`config.mk`:
```
export PLATFORM = sky130hd
export DESIGN_NAME = sptb_bank
export DESIGN_NICKNAME = d
export VERILOG_FILES = /design/src/rtl/sptb_pkg.sv /design/src/rtl/sptb_bank.sv /design/src/rtl/sptb_period_timer.sv
export SDC_FILE = /design/constraint.sdc
export NUM_CORES = 1
export LEC_CHECK = 0
export BUFFER_PORTS_ARGS = -buffer_cell sky130_fd_sc_hd__buf_4
export CAP_MARGIN = 30
export CELL_PAD_IN_SITES_DETAIL_PLACEMENT = 0
export CELL_PAD_IN_SITES_GLOBAL_PLACEMENT = 1
export CORE_ASPECT_RATIO = 0.7
export CORE_UTILIZATION = 31
export DETAILED_ROUTE_END_ITERATION = 6
export GPL_ROUTABILITY_DRIVEN = 1
export GPL_TIMING_DRIVEN = 0
export PLACE_DENSITY = 0.59
export SYNTH_ARGS = -nofsm -noshare
export SYNTH_HDL_FRONTEND = slang
export SYNTH_HIERARCHICAL = 1
export SYNTH_SLANG_ARGS = --single-unit
export TNS_END_PERCENT = 50
```
`constraint.sdc`:
```
create_clock -name sys_clk -period 25.3 [get_ports sys_clk]
set_input_delay 2.53 -clock sys_clk [delete_from_list [all_inputs] [get_ports sys_clk]]
set_output_delay 2.53 -clock sys_clk [all_outputs]
set_load 0.01 [all_outputs]
```
`src/rtl/sptb_pkg.sv`:
```
// Shared constants for the sensor parameter threshold and burst bank
package sptb_pkg;
	localparam int SPTB_AW = 6;
	localparam int SPTB_DW = 8;
	localparam int SPTB_NCH = 6;
	// Parameter addresses
	localparam logic [5:0] SPTB_CH_BASE = 6'h02;
	localparam logic [5:0] SPTB_CH_LAST = 6'h19;
	localparam logic [5:0] SPTB_PERIOD_MULT1 = 6'h22;
	localparam logic [5:0] SPTB_PERIOD_MULT2 = 6'h23;
	localparam logic [5:0] SPTB_PERIOD_MULT3 = 6'h24;
	localparam logic [5:0] SPTB_SINGLE0_MSB = 6'h25;
	localparam logic [5:0] SPTB_SINGLE0_LSB = 6'h26;
	localparam logic [5:0] SPTB_SINGLE1_MSB = 6'h27;
	localparam logic [5:0] SPTB_SINGLE1_LSB = 6'h28;
	localparam logic [5:0] SPTB_UPPER_MSB = 6'h29;
	localparam logic [5:0] SPTB_UPPER_LSB = 6'h2A;
	localparam logic [5:0] SPTB_REPEAT_RUN = 6'h2B;
	localparam logic [5:0] SPTB_LOWER_MSB = 6'h2C;
	localparam logic [5:0] SPTB_LOWER_LSB = 6'h2D;
	localparam logic [5:0] SPTB_STATUS = 6'h30;
	localparam logic [7:0] SPTB_RESET_VAL = 8'h00;
	// Channel area byte order and fields
	localparam int SPTB_CH_CONV = 0;
	localparam int SPTB_CH_SENS = 1;
	localparam int SPTB_CH_POST = 2;
	localparam int SPTB_CH_SCHED = 3;
	localparam int SPTB_CMP_SEL_LSB = 0;
	localparam int SPTB_CMP_POL_BIT = 2;
	localparam int SPTB_WIDE_BIT = 6;
	localparam int SPTB_CNT_IDX_LSB = 6;
	localparam int SPTB_RUN_EN_BIT = 7;
	// Compare-select encodings
	localparam logic [1:0] SPTB_CMP_OFF = 2'h0;
	localparam logic [1:0] SPTB_CMP_SINGLE0 = 2'h1;
	localparam logic [1:0] SPTB_CMP_SINGLE1 = 2'h2;
	localparam logic [1:0] SPTB_CMP_WINDOW = 2'h3;
	// Period unit
	localparam int SPTB_CLK_MHZ = 125;
	localparam int SPTB_PERIOD_US = 800;
	localparam int SPTB_PERIOD_CYC = SPTB_PERIOD_US * SPTB_CLK_MHZ;
endpackage
```
`src/rtl/sptb_bank.sv`:
```
// Threshold, repeat-run and per-channel parameter bank with compare logic
//
// Behaviour
// - Lower window bound low byte comes from window_low_bound_lsb bits 7:0.
// - Window thresholding applies only when the channel compare-select enables it.
// - Writing 1 to repeat-run bit 7 with a nonzero count in bits 6:0 starts repeated-run operation.
// - Repeated run takes bits 6:0 readings, then hands reading requests back to the period timers.
// - Six per-channel areas occupy parameter addresses 0x02 to 0x19.
// - Area bytes: conversion, sensitivity, post-processing, schedule.
// - Selected counter sets the multiple of 800 us periods between autonomous readings.
// - Result compares against the threshold chosen by compare-select.
// - Compare-select and counter index both index the global area.
// - Upper window bound high byte comes from its msb parameter.
// - Lower window bound high byte comes from window_low_bound_msb.
//
// Added by the designer: the strobed register port.
`timescale 1ns/10ps
`default_nettype none
module sptb_bank
	import sptb_pkg::*;
#(
	parameter int NCH = SPTB_NCH,
	parameter int PERIOD_CYC = SPTB_PERIOD_CYC
)(
	input wire logic sys_clk,
	input wire logic rst,
	input wire logic clk_en,
	input wire logic [SPTB_AW-1:0] reg_addr,
	input wire logic [SPTB_DW-1:0] reg_wdata,
	input wire logic reg_wr,
	input wire logic reg_rd,
	output logic [SPTB_DW-1:0] reg_rdata,
	input wire logic meas_done,
	input wire logic [2:0] meas_chan,
	input wire logic [15:0] meas_result,
	output logic [NCH-1:0] meas_request,
	output logic run_active,
	output logic [NCH-1:0] cmp_hit
);
	// Refused at elaboration: the address decode is fixed to six areas
	if (NCH != SPTB_NCH) begin : g_bad_nch
		$error("bank serves exactly six channel areas");
	end
	if (PERIOD_CYC < 2) begin : g_bad_period
		$error("period must span at least two cycles");
	end

	localparam int PW = $clog2(PERIOD_CYC);

	typedef struct packed {
		logic [NCH-1:0][3:0][7:0] ch;
		logic [2:0][7:0] pmult;
		logic [1:0][15:0] single_bound;
		logic [7:0] single_stage;
		logic [15:0] window_upper;
		logic [7:0] upper_stage;
		logic [15:0] window_lower;
		logic [7:0] window_low_bound_lsb;
		logic [7:0] window_low_bound_msb;
		logic [7:0] repeat_run_control;
		logic [6:0] readings_taken;
		logic running;
		logic [PW-1:0] period_cnt;
		logic tick;
		logic [7:0] rdata;
		logic [NCH-1:0] hit;
	} sptb_bank_t;

	sptb_bank_t st_r;
	sptb_bank_t st_nxt;
	logic [NCH-1:0] due;
	logic [5:0] ch_off;

	assign ch_off = reg_addr - SPTB_CH_BASE;

	// Each channel gets the period multiple its schedule byte selects
	for (genvar c = 0; c < NCH; c++) begin : g_tmr
		logic [1:0] idx;
		logic [7:0] mult;
		assign idx = st_r.ch[c][SPTB_CH_SCHED][SPTB_CNT_IDX_LSB +: 2];
		assign mult = (idx == 2'h0) ? 8'h00 : st_r.pmult[idx - 2'h1];
		sptb_period_timer u_tmr (
			.sys_clk(sys_clk),
			.rst(rst),
			.clk_en(clk_en),
			.period_tick(st_r.tick && !st_r.running),
			.period_multiple(mult),
			.reading_due(due[c])
		);
	end

	function automatic logic compare(input logic [7:0] post, input logic [15:0] res,
		input logic [1:0][15:0] sb, input logic [15:0] up, input logic [15:0] lo);
		logic pol;
		logic r;
		pol = post[SPTB_CMP_POL_BIT];
		r = 1'b0;
		case (post[SPTB_CMP_SEL_LSB +: 2])
			SPTB_CMP_SINGLE0: r = pol ? (res > sb[0]) : (res < sb[0]);
			SPTB_CMP_SINGLE1: r = pol ? (res > sb[1]) : (res < sb[1]);
			// Window bounds only matter when selected here
			SPTB_CMP_WINDOW: r = pol ? (res > up || res < lo) : (res <= up && res >= lo);
			default: r = 1'b0;
		endcase
		return r;
	endfunction

	always_comb begin
		st_nxt = st_r;
		st_nxt.hit = '0;
		st_nxt.tick = 1'b0;
		if (st_r.period_cnt == PW'(PERIOD_CYC - 1)) begin
			st_nxt.period_cnt = '0;
			st_nxt.tick = 1'b1;
		end else begin
			st_nxt.period_cnt = st_r.period_cnt + PW'(1);
		end
		// Readings from the engine: count them and evaluate thresholds
		if (meas_done && 32'(meas_chan) < NCH) begin
			// Wide results are not compared; 24-bit data would be truncated
			if (!st_r.ch[meas_chan][SPTB_CH_POST][SPTB_WIDE_BIT]) begin
				st_nxt.hit[meas_chan] = compare(st_r.ch[meas_chan][SPTB_CH_POST],
					meas_result, st_r.single_bound, st_r.window_upper,
					st_r.window_lower);
			end
			if (st_r.running) begin
				if (st_r.readings_taken + 7'h01 >= st_r.repeat_run_control[6:0]) begin
					st_nxt.running = 1'b0;
				end
				st_nxt.readings_taken = st_r.readings_taken + 7'h01;
			end
		end
		if (reg_wr) begin
			if (reg_addr >= SPTB_CH_BASE && reg_addr <= SPTB_CH_LAST) begin
				st_nxt.ch[ch_off[5:2]][ch_off[1:0]] = reg_wdata;
			end
			case (reg_addr)
				SPTB_PERIOD_MULT1: st_nxt.pmult[0] = reg_wdata;
				SPTB_PERIOD_MULT2: st_nxt.pmult[1] = reg_wdata;
				SPTB_PERIOD_MULT3: st_nxt.pmult[2] = reg_wdata;
				SPTB_SINGLE0_MSB, SPTB_SINGLE1_MSB: st_nxt.single_stage = reg_wdata;
				// Bound commits on the low byte, so msb then lsb is atomic
				SPTB_SINGLE0_LSB: st_nxt.single_bound[0] = {st_r.single_stage, reg_wdata};
				SPTB_SINGLE1_LSB: st_nxt.single_bound[1] = {st_r.single_stage, reg_wdata};
				SPTB_UPPER_MSB: st_nxt.upper_stage = reg_wdata;
				SPTB_UPPER_LSB: st_nxt.window_upper = {st_r.upper_stage, reg_wdata};
				SPTB_LOWER_MSB: st_nxt.window_low_bound_msb = reg_wdata;
				SPTB_LOWER_LSB: begin
					st_nxt.window_low_bound_lsb = reg_wdata;
					st_nxt.window_lower = {st_r.window_low_bound_msb, reg_wdata};
				end
				SPTB_REPEAT_RUN: begin
					st_nxt.repeat_run_control = reg_wdata;
					st_nxt.readings_taken = 7'h00;
					st_nxt.running = reg_wdata[SPTB_RUN_EN_BIT] && reg_wdata[6:0] != 7'h00;
				end
				default: ;
			endcase
		end
		st_nxt.rdata = 8'h00;
		if (reg_rd) begin
			if (reg_addr >= SPTB_CH_BASE && reg_addr <= SPTB_CH_LAST) begin
				st_nxt.rdata = st_r.ch[ch_off[5:2]][ch_off[1:0]];
			end
			case (reg_addr)
				SPTB_PERIOD_MULT1: st_nxt.rdata = st_r.pmult[0];
				SPTB_PERIOD_MULT2: st_nxt.rdata = st_r.pmult[1];
				SPTB_PERIOD_MULT3: st_nxt.rdata = st_r.pmult[2];
				SPTB_SINGLE0_MSB: st_nxt.rdata = st_r.single_bound[0][15:8];
				SPTB_SINGLE0_LSB: st_nxt.rdata = st_r.single_bound[0][7:0];
				SPTB_SINGLE1_MSB: st_nxt.rdata = st_r.single_bound[1][15:8];
				SPTB_SINGLE1_LSB: st_nxt.rdata = st_r.single_bound[1][7:0];
				SPTB_UPPER_MSB: st_nxt.rdata = st_r.upper_stage;
				SPTB_UPPER_LSB: st_nxt.rdata = st_r.window_upper[7:0];
				SPTB_LOWER_MSB: st_nxt.rdata = st_r.window_low_bound_msb;
				SPTB_LOWER_LSB: st_nxt.rdata = st_r.window_low_bound_lsb;
				SPTB_REPEAT_RUN: st_nxt.rdata = st_r.repeat_run_control;
				SPTB_STATUS: st_nxt.rdata = {st_r.running, st_r.readings_taken};
				default: ;
			endcase
		end
	end

	always_ff @(posedge sys_clk or posedge rst) begin
		if (rst) begin
			st_r <= '0;
		end else if (clk_en) begin
			st_r <= st_nxt;
		end
	end

	// Burst mode requests every enabled channel; otherwise the timers pace them
	always_comb begin
		for (int c = 0; c < NCH; c++) begin
			meas_request[c] = st_r.running ? (st_r.ch[c][SPTB_CH_SCHED][SPTB_CNT_IDX_LSB +: 2] != 2'h0)
				: due[c];
		end
	end
	assign run_active = st_r.running;
	assign cmp_hit = st_r.hit;
	assign reg_rdata = st_r.rdata;

	a_lower_commit: assert property (@(posedge sys_clk) disable iff (rst)
		clk_en && reg_wr && reg_addr == SPTB_LOWER_LSB
		|=> st_r.window_lower == {$past(st_r.window_low_bound_msb), $past(reg_wdata)})
		else $error("lower bound not assembled from its two bytes");
	a_msb_no_commit: assert property (@(posedge sys_clk) disable iff (rst)
		clk_en && reg_wr && (reg_addr == SPTB_LOWER_MSB || reg_addr == SPTB_UPPER_MSB)
		|=> $stable(st_r.window_lower) && $stable(st_r.window_upper))
		else $error("bound changed on a high byte write");
	a_upper_commit: assert property (@(posedge sys_clk) disable iff (rst)
		clk_en && reg_wr && reg_addr == SPTB_UPPER_LSB
		|=> st_r.window_upper[15:8] == $past(st_r.upper_stage))
		else $error("upper bound high byte wrong");
	a_run_start: assert property (@(posedge sys_clk) disable iff (rst)
		clk_en && reg_wr && reg_addr == SPTB_REPEAT_RUN && reg_wdata[7] && reg_wdata[6:0] != 7'h00
		|=> run_active && st_r.readings_taken == 7'h00)
		else $error("repeated run did not start");
	a_zero_count: assert property (@(posedge sys_clk) disable iff (rst)
		clk_en && reg_wr && reg_addr == SPTB_REPEAT_RUN && reg_wdata[6:0] == 7'h00
		|=> !run_active)
		else $error("zero count run started");
	a_run_stops: assert property (@(posedge sys_clk) disable iff (rst)
		run_active && clk_en && meas_done && 32'(meas_chan) < NCH && !reg_wr
		&& st_r.readings_taken + 7'h01 >= st_r.repeat_run_control[6:0]
		|=> !run_active)
		else $error("run did not stop at count");
	a_no_cmp_off: assert property (@(posedge sys_clk) disable iff (rst)
		clk_en && meas_done && 32'(meas_chan) < NCH
		&& st_r.ch[meas_chan][SPTB_CH_POST][1:0] == SPTB_CMP_OFF
		|=> !cmp_hit[$past(meas_chan)])
		else $error("hit on channel with comparison off");
	a_chan_write: assert property (@(posedge sys_clk) disable iff (rst)
		clk_en && reg_wr && reg_addr == SPTB_CH_BASE + 6'h02
		|=> st_r.ch[0][SPTB_CH_POST] == $past(reg_wdata))
		else $error("channel area byte order wrong");
	a_read_data: assert property (@(posedge sys_clk) disable iff (rst)
		clk_en && reg_rd && reg_addr == SPTB_REPEAT_RUN && !reg_wr
		|=> reg_rdata == $past(st_r.repeat_run_control))
		else $error("repeat control readback wrong");
	a_single0_commit: assert property (@(posedge sys_clk) disable iff (rst)
		clk_en && reg_wr && reg_addr == SPTB_SINGLE0_LSB
		|=> st_r.single_bound[0] == {$past(st_r.single_stage), $past(reg_wdata)})
		else $error("single bound 0 not assembled from its two bytes");
	a_single1_commit: assert property (@(posedge sys_clk) disable iff (rst)
		clk_en && reg_wr && reg_addr == SPTB_SINGLE1_LSB
		|=> st_r.single_bound[1] == {$past(st_r.single_stage), $past(reg_wdata)})
		else $error("single bound 1 not assembled from its two bytes");
	a_lower_stage: assert property (@(posedge sys_clk) disable iff (rst)
		clk_en && reg_wr && reg_addr == SPTB_LOWER_MSB
		|=> st_r.window_low_bound_msb == $past(reg_wdata))
		else $error("lower bound high byte not staged");
	a_chan_first: assert property (@(posedge sys_clk) disable iff (rst)
		clk_en && reg_wr && reg_addr == SPTB_CH_BASE
		|=> st_r.ch[0][SPTB_CH_CONV] == $past(reg_wdata))
		else $error("first channel area byte misplaced");
	a_chan_last: assert property (@(posedge sys_clk) disable iff (rst)
		clk_en && reg_wr && reg_addr == SPTB_CH_LAST
		|=> st_r.ch[NCH-1][SPTB_CH_SCHED] == $past(reg_wdata))
		else $error("last channel area byte misplaced");
	a_tick_pulse: assert property (@(posedge sys_clk) disable iff (rst)
		clk_en && st_r.tick |=> !st_r.tick)
		else $error("period tick longer than one cycle");
	a_count_bound: assert property (@(posedge sys_clk) disable iff (rst)
		run_active |-> st_r.readings_taken < st_r.repeat_run_control[6:0])
		else $error("run continued past its reading count");
	a_hit_needs_read: assert property (@(posedge sys_clk) disable iff (rst)
		clk_en && !(meas_done && 32'(meas_chan) < NCH) |=> cmp_hit == '0)
		else $error("compare hit without a reading");

	c_run: cover property (@(posedge sys_clk) disable iff (rst) run_active ##1 !run_active);
	c_hit: cover property (@(posedge sys_clk) disable iff (rst) |cmp_hit);
	c_due: cover property (@(posedge sys_clk) disable iff (rst) |due);
	c_low: cover property (@(posedge sys_clk) disable iff (rst)
		reg_wr && reg_addr == SPTB_LOWER_LSB);
	c_restart: cover property (@(posedge sys_clk) disable iff (rst)
		run_active && reg_wr && reg_addr == SPTB_REPEAT_RUN);
endmodule
`default_nettype wire

```
`src/rtl/sptb_period_timer.sv`:
```
// Per-channel autonomous reading timer in units of the base period
`timescale 1ns/10ps
`default_nettype none
module sptb_period_timer
	import sptb_pkg::*;
(
	input wire logic sys_clk,
	input wire logic rst,
	input wire logic clk_en,
	input wire logic period_tick,
	input wire logic [7:0] period_multiple,
	output logic reading_due
);
	typedef struct packed {
		logic [7:0] cnt;
		logic due;
	} sptb_tmr_t;
	sptb_tmr_t st_r;
	sptb_tmr_t st_nxt;

	always_comb begin
		st_nxt = st_r;
		st_nxt.due = 1'b0;
		// A zero multiple parks the channel rather than firing every period
		if (period_tick && period_multiple != 8'h00) begin
			if (st_r.cnt + 8'h01 >= period_multiple) begin
				st_nxt.cnt = 8'h00;
				st_nxt.due = 1'b1;
			end else begin
				st_nxt.cnt = st_r.cnt + 8'h01;
			end
		end
	end

	always_ff @(posedge sys_clk or posedge rst) begin
		if (rst) begin
			st_r <= '0;
		end else if (clk_en) begin
			st_r <= st_nxt;
		end
	end

	assign reading_due = st_r.due;

	a_due_on_tick: assert property (@(posedge sys_clk) disable iff (rst)
		clk_en && !(period_tick && period_multiple != 8'h00) |=> !reading_due)
		else $error("reading fired without a period tick");
endmodule
`default_nettype wire

```
==> run summary, run 1 <==
crit path max fanout: 10
CTS tree: yes
die width: 336.7 µm
detailed-route via count: 19.64k
Req. time, crit path: 25.80 ns
Top Family by Delay on Critical Path: buffers and inverters
final hold violations: 0
WP data arrival: 6.64 ns
FF-to-FF Start: g_tmr[3].idx[0]
Tmin final: 6.137 ns
outcome: finished with violations
asr flop ratio synth: 100.0%
Initial DRC Count: 1665
slowest cell on the critical path: clkbuf_1
CP endpoint kind: flip-flop
hold path start: st_r[14]
fmax: 162.9 MHz
H-tree Lvls: 2
CP dominant cell by count: clkbuf_1
final slew viol count: 0
GPL Wtd Cong: 0.9248
clock tree buffer depth: 3
WP buf/inv: 7
Worst-Skew Late Latency: 0.64 ns
initial antenna violation count: 4
first-pass GRT wire length: 131.6 mm
DP HPWL: 66.13 mm
clock root buffer: clkbuf_16
Fin Clk Skew: 0.05638 ns
syn_nets: 2611
Inst Count DP: 3540
failing checks: DRC
Initial Utilization: 31.49%
Rel. slew slack: 26.84%
cell taking the most area after synthesis: dfrtp_1
clock input transition at the sequential cells of the worst setup and hold paths: 0.06 ns
drt drc: 4
Synth top cells by count: dfrtp_1 (406), mux2_2 (260), nand2_1 (231)
Synth area leaders: dfrtp_1 (42%), mux2_2 (12%), ha_1 (6.9%)
CP Class: in2reg
antenna-violating nets left: 0
core area: 77210 µm²
FP Rows: 85
# hold bufs at CTS: 0
slowest stage delay, CP: 0.74 ns
Synth Flop Type: dfrtp_1
layout overhead on the synthesized area: 14.29%
layout cells sized above 1: 20.81%
top-count cell post-synth: dfrtp_1
Mapped Cells: 2437
die area: 79580 µm²
I/O Buffers: 48
Die Span Y: 236.3 µm
postcts setup bufs: 0
WL/cell: 24.72 µm
Max-Cap Viols: 0
Netlist cell types: 78
WHS: 0.4813 ns
setup repair after global routing missed its margin: no
# clock sinks: 406
post-synthesis sequential area ratio: 41.78%
Post-CTS Resized: 0
Final #Nets: 2719
Yosys top cell area share: 41.78%
total gr overflow: 0
maximum vdd ir drop: 0.04451 mV
Total Wirelength: 89.64 mm
Vias/cell: 5.417
synthesized flop and latch total: 406
element type at the critical path start: input pin
vias in the first global route: 19.60k
number of synthesized flops with an enable pin: 0
setup TNS: 0 ns
Syn. warnings: 6
final worst-path cycle share: 24.26%
first-pass iteration count of the detailed router: 7
final cell count without fillers: 3626
pin count of the biggest net entering global routing: 126
Slew @ Worst Pin: 1.097 ns
type of the most critical hold path: reg2reg
final setup fails: 0
Post-Syn Area: 24320 µm²
average size of a mapped cell: 9.978 µm²
IO Count: 60
Power Density: 62.25 nW/µm²
Tot GR Track Use: 22.49%
total CTS buffers: 45
cells along the critical path: buf_4, buf_2, inv_1, buf_2, ha_1, clkbuf_1, clkbuf_1, clkbuf_1, o21ai_0, a32oi_1, a21oi_1, a221o_1
start point of the critical path: reg_addr[1]
LEAKAGE: 12.39 nW
## final timing paths
check / endpoint / slack (ns) / cells after the start
min in group asynchronous: g_tmr[2].u_tmr/reading_due / 2.01 / 2
worst max register to register: g_tmr[3].u_tmr/st_r[3] / 21.39 / 13
max in group asynchronous: st_r[102] / 22.09 / 4
worst min-delay path: st_r[14] / 0.48 / 1
worst max-delay path: reg_rdata[6] / 19.16 / 12
worst min register to register: st_r[14] / 0.48 / 1
## cell type report
type,count,area [µm²]
fillers,7827,49420
multi-input cells,1701,12800
flip-flops and latches,406,10160
well taps,1044,1306
clock buffers,56,1237
plain buffers,164,749.5
inverters,166,630.6
repair buffers,61,578.1
clock inverters,27,327.8
diodes,1,2.502
## where the power goes
group / internal, W / total [W] / switching [W]
Combinational: 0.000103 / 0.000282 / 0.000179
Clock: 0.000402 / 0.000705 / 0.000303
Sequential: 0.000696 / 0.000743 / 0.0000462
Total: 0.00120 / 0.00173 / 0.000529
## kinds of logic after synthesis
kind of cell             after synthesis  synth area share, %
AND/OR/NAND/NOR                      680                13.72
AO/OA/AOI/OAI                        487                13.80
XOR/XNOR                              64                2.398
multiplexers                         335                15.70
adder cells (fa/ha/maj)              135                6.947
buffers and inverters                330                5.645
flip-flops                           406                41.78
## cells in the final DEF, fill, tap and decap left out, types with 62 or more instances in the layout
cell / n
buf_4: 73
clkbuf_1: 90
a21oi_1: 117
dfrtp_1: 406
mux2i_1: 62
inv_1: 159
nand3_1: 62
ha_1: 135
nand2_1: 231
o21ai_0: 133
mux2_2: 260
nor2_1: 191
## through the flow
step / total power [W] / setup slack [ns] / utilization, % / instance area [µm²]
2_1_floorplan: 0.0009130 / 13.01 / - / 24320
3_3_place_gp: 0.001022 / 8.738 / 33.65 / 25980
3_5_place_dp: 0.001031 / 18.78 / 33.92 / 26190
4_1_cts: 0.001739 / 19.41 / 35.95 / 27760
5_1_grt: 0.001801 / 19.13 / 35.99 / 27790
6_report: 0.001730 / 19.16 / 35.99 / 27790
## layer usage
metal | vias to the layer above | GRT usage (%) | part of all wire (%)
li1 | 8855 | - | -
met4 | 0 | 4.972 | 2.0
met3 | 117 | 5.204 | 8.2
met1 | 9954 | 33.90 | 49
met2 | 717 | 32.14 | 41
met5 | - | 0 | 0
## state kept, by name, summed over array words and instances, names as in the netlist
signal,count
reg_rdata,8
run_active,1
cmp_hit,6
g_tmr.u_tmr/st_r,48
st_r,325
g_tmr.u_tmr/reading_due,6
g_tmr.idx,12
Power figures use the tool's default switching activity.
==> inputs of run 2 (changes only) <==
--- a/config.mk
+++ b/config.mk
@@ -5,6 +5,7 @@
 export SDC_FILE = /design/constraint.sdc
 export NUM_CORES = 1
 export LEC_CHECK = 0
+export ABC_AREA = 1
 export BUFFER_PORTS_ARGS = -buffer_cell sky130_fd_sc_hd__buf_4
 export CAP_MARGIN = 30
 export CELL_PAD_IN_SITES_DETAIL_PLACEMENT = 0
@@ -14,7 +15,7 @@
 export DETAILED_ROUTE_END_ITERATION = 6
 export GPL_ROUTABILITY_DRIVEN = 1
 export GPL_TIMING_DRIVEN = 0
-export PLACE_DENSITY = 0.59
+export PLACE_DENSITY = 0.64
 export SYNTH_ARGS = -nofsm -noshare
 export SYNTH_HDL_FRONTEND = slang
 export SYNTH_HIERARCHICAL = 1
==> constraint.sdc (replaced) <==
create_clock -name sys_clk -period 5.54 [get_ports sys_clk]
set_input_delay 0.554 -clock sys_clk [delete_from_list [all_inputs] [get_ports sys_clk]]
set_output_delay 0.554 -clock sys_clk [all_outputs]
set_load 0.01 [all_outputs]
==> run summary, run 2 <==
type of the most critical hold path: in2async (was reg2reg)
cells along the critical path: clkbuf_1, inv_1, ha_1, clkbuf_1, nor2_1, nand2_1, a21oi_1, inv_1, ha_1, nand2_1, inv_1, nor2_1, o21a_1, buf_2, nand2_1, nand2_1, nand2_1 (was buf_4, buf_2, inv_1, buf_2, ha_1, clkbuf_1, clkbuf_1, clkbuf_1, o21ai_0, a32oi_1, a21oi_1, a221o_1)
Tot GR Track Use: 23.60% (was 22.49%)
Ant. Diodes: 0 (was 1)
Fin Clk Skew: 0.03571 ns (was 0.05638 ns)
post-synthesis sequential area ratio: 40.85% (was 41.78%)
maximum vdd ir drop: 0.2321 mV (was 0.04451 mV)
fmax: 285.1 MHz
Fillers: 8538 (was 7827)
Layout Utilization: 36.05% (was 35.99%)
Worst Setup Slack, final: 2.032 ns (was 19.16 ns)
# hold bufs at CTS: 0 (unchanged)
vias in the first global route: 21.51k (was 19.60k)
GPL Wtd Cong: 0.9355 (was 0.9248)
Netlist cell types: 45 (was 78)
slowest stage delay, CP: 0.51 ns (was 0.74 ns)
total gr overflow: 0 (unchanged)
initial antenna violation count: 1 (was 4)
DP HPWL: 72.36 mm (was 66.13 mm)
top-count cell post-synth: nand2_1 (was dfrtp_1)
Initial Utilization: 31.45% (was 31.49%)
antenna-violating nets left: 0 (unchanged)
most frequent cells in the layout: nand2_1 (1123), dfrtp_1 (406), o21ai_0 (372) (was dfrtp_1 (406), mux2_2 (260), nand2_1 (231))
final worst-path cycle share: 63.32%
number of synthesized flops with an enable pin: 0 (unchanged)
layout cells sized above 1: 9.352% (was 20.81%)
element type at the critical path start: flip-flop (was input pin)
CP dominant cell by count: nand2_1 (was clkbuf_1)
Tmin final: 3.508 ns
outcome: complete, no violations (was finished with violations)
total CTS buffers: 44 (was 45)
fin area: 28510 µm² (was 27790 µm²)
WP data arrival: 4.02 ns (was 6.64 ns)
# clock sinks: 406 (unchanged)
final setup fails: 0 (unchanged)
drt drc: 0 (was 4)
CP Class: reg2reg (was in2reg)
LEAKAGE: 13.47 nW (was 12.39 nW)
placed cell areas: 26900 µm² (was 26190 µm²)
CP endpoint kind: flip-flop (unchanged)
Req. time, crit path: 6.05 ns (was 25.80 ns)
Syn. warnings: 6 (unchanged)
flip-flop count of the largest register after layout: 325 (unchanged)
Die Span Y: 239.0 µm (was 236.3 µm)
Slew @ Worst Pin: 1.045 ns (was 1.097 ns)
pre-CTS WS: 1.771 ns (was 18.78 ns)
core area: 79090 µm² (was 77210 µm²)
Post-Syn Area: 24870 µm² (was 24320 µm²)
FP Rows: 86 (was 85)
setup TNS: 0 ns (unchanged)
clock input transition at the sequential cells of the worst setup and hold paths: 0.07 ns (was 0.06 ns)
detailed-route via count: 23.09k (was 19.64k)
Synth Flop Type: dfrtp_1 (unchanged)
Synth area leaders: dfrtp_1 (41%), nand2_1 (17%), o21ai_0 (7.5%) (was dfrtp_1 (42%), mux2_2 (12%), ha_1 (6.9%))
Mapped Cells: 3425 (was 2437)
setup repair after global routing missed its margin: no (unchanged)
IO Count: 60 (unchanged)
first-pass iteration count of the detailed router: 6 (was 7)
first-pass GRT wire length: 143.6 mm (was 131.6 mm)
Vias/cell: 4.978 (was 5.417)
Rel. slew slack: 30.35% (was 26.84%)
Total Wirelength: 96.33 mm (was 89.64 mm)
clock root buffer: clkbuf_16 (unchanged)
Max-Cap Viols: 0 (unchanged)
WL/cell: 20.77 µm (was 24.72 µm)
WHS: 0.01333 ns (was 0.4813 ns)
Synth top cells by count: nand2_1 (1123), dfrtp_1 (406), o21ai_0 (372) (was dfrtp_1 (406), mux2_2 (260), nand2_1 (231))
Top reg by flops: st_r (unchanged)
I/O Buffers: 58 (was 48)
CTS tree: yes (unchanged)
crit path max fanout: 9 (was 10)
asr flop ratio synth: 100.0% (unchanged)
H-tree Lvls: 2 (unchanged)
slowest cell on the critical path: nor2_1 (was clkbuf_1)
final slew viol count: 0 (unchanged)
die width: 340.6 µm (was 336.7 µm)
postcts setup bufs: 0 (unchanged)
Power Density: 279.4 nW/µm² (was 62.25 nW/µm²)
pin count of the biggest net entering global routing: 40 (was 126)
final hold violations: 0 (unchanged)
Final #Nets: 3721 (was 2719)
commonest non-fill, non-tap cell in the layout: nand2_1 (was dfrtp_1)
Initial DRC Count: 2208 (was 1665)
Worst-Skew Late Latency: 0.62 ns (was 0.64 ns)
syn_nets: 3599 (was 2611)
Worst R2R Path Depth: 17 (was 13)
Post-CTS Resized: 0 (unchanged)
cell taking the most area after synthesis: dfrtp_1 (unchanged)
die area: 81390 µm² (was 79580 µm²)
synthesized flop and latch total: 406 (unchanged)
clock tree buffer depth: 3 (unchanged)
Yosys top cell area share: 40.85% (was 41.78%)
layout overhead on the synthesized area: 14.62% (was 14.29%)
average size of a mapped cell: 7.262 µm² (was 9.978 µm²)
## run 2: cell count changes after synthesis, moves of 26 or more
cell / previous run / this run
nand2_1: 231 / 1123
nand3_1: 62 / 100
nand2_2: 7 / 35
mux2i_1: 62 / 0
o21ai_0: 133 / 372
xnor2_1: 27 / 1
inv_2: 2 / 34
o21ai_1: 0 / 71
mux2_2: 260 / 0
inv_1: 160 / 356
## run 2: per-stage QoR
stage	power, W	std cells
finish	0.007965	4638
global route	0.008309	4638
CTS	0.007999	4635
detailed placement	0.004699	4554
global placement	0.004675	4539
floorplan	0.004132	3425
## run 2: cell families (layout without fill, tap and decap cells)
group,Yosys count,in the layout,share of synthesized area [%]
AOI/OAI and AO/OA,691,691,14.97
xor gates and xnor gates,34,34,1.258
adders and majority gates,135,135,6.791
buffers and inverters,575,732,9.819
DFF,406,406,40.85
and+or+nand+nor,1584,1584,26.31
## run 2: worst paths after layout
check	startpoint	to	slack, ns
setup reg to reg	g_tmr[0].idx[0]	g_tmr[0].u_tmr/reading_due	2.03
max in group asynchronous	rst	st_r[184]	4.05
hold reg to reg	cmp_hit[0]	cmp_hit[0]	0.48
min in group sys_clk	reg_wdata[4]	st_r[44]	0.16
hold / removal	rst	g_tmr[4].u_tmr/st_r[6]	0.01
setup / recovery	g_tmr[0].idx[0]	g_tmr[0].u_tmr/reading_due	2.03
## run 2: layout make-up
| class | instances | area (µm²) | area share (%) |
|---|---|---|---|
| Clock buffer | 62 | 1290 | 4.525 |
| Clock inverter | 19 | 272.8 | 0.9568 |
| Buffer | 176 | 942.2 | 3.305 |
| Multi-Input combinational cell | 2444 | 12270 | 43.04 |
| Tap cell | 1056 | 1321 | 4.635 |
| Inverter | 399 | 1504 | 5.275 |
| Timing Repair Buffer | 76 | 748.2 | 2.625 |
| Sequential cell | 406 | 10160 | 35.64 |
## run 2: critical path: cells and delay by family (launching register included)
kind | cells | cell delay, ns
flip-flops | 1 | 0.32
adder cells (fa/ha/maj) | 2 | 0.65
AND/OR/NAND/NOR | 7 | 0.95
AO/OA/AOI/OAI | 2 | 0.36
buffers and inverters | 6 | 1.12
## run 2: layer usage
layer,routed length (µm),track usage (%),part of all wire (%)
met1,49490,37.70,51
met2,37930,32.61,39
met3,7557,4.159,7.8
met4,1353,4.036,1.4
met5,0,0,0
## run 2: power breakdown
group / leakage [nW] / total [W] / switching [W] / internal [W]
combinational: 7.18 / 0.00140 / 0.000988 / 0.000410
sequential: 5.54 / 0.00328 / 0.000139 / 0.00314
clock: 0.753 / 0.00328 / 0.00137 / 0.00191
total: 13.5 / 0.00796 / 0.00250 / 0.00547
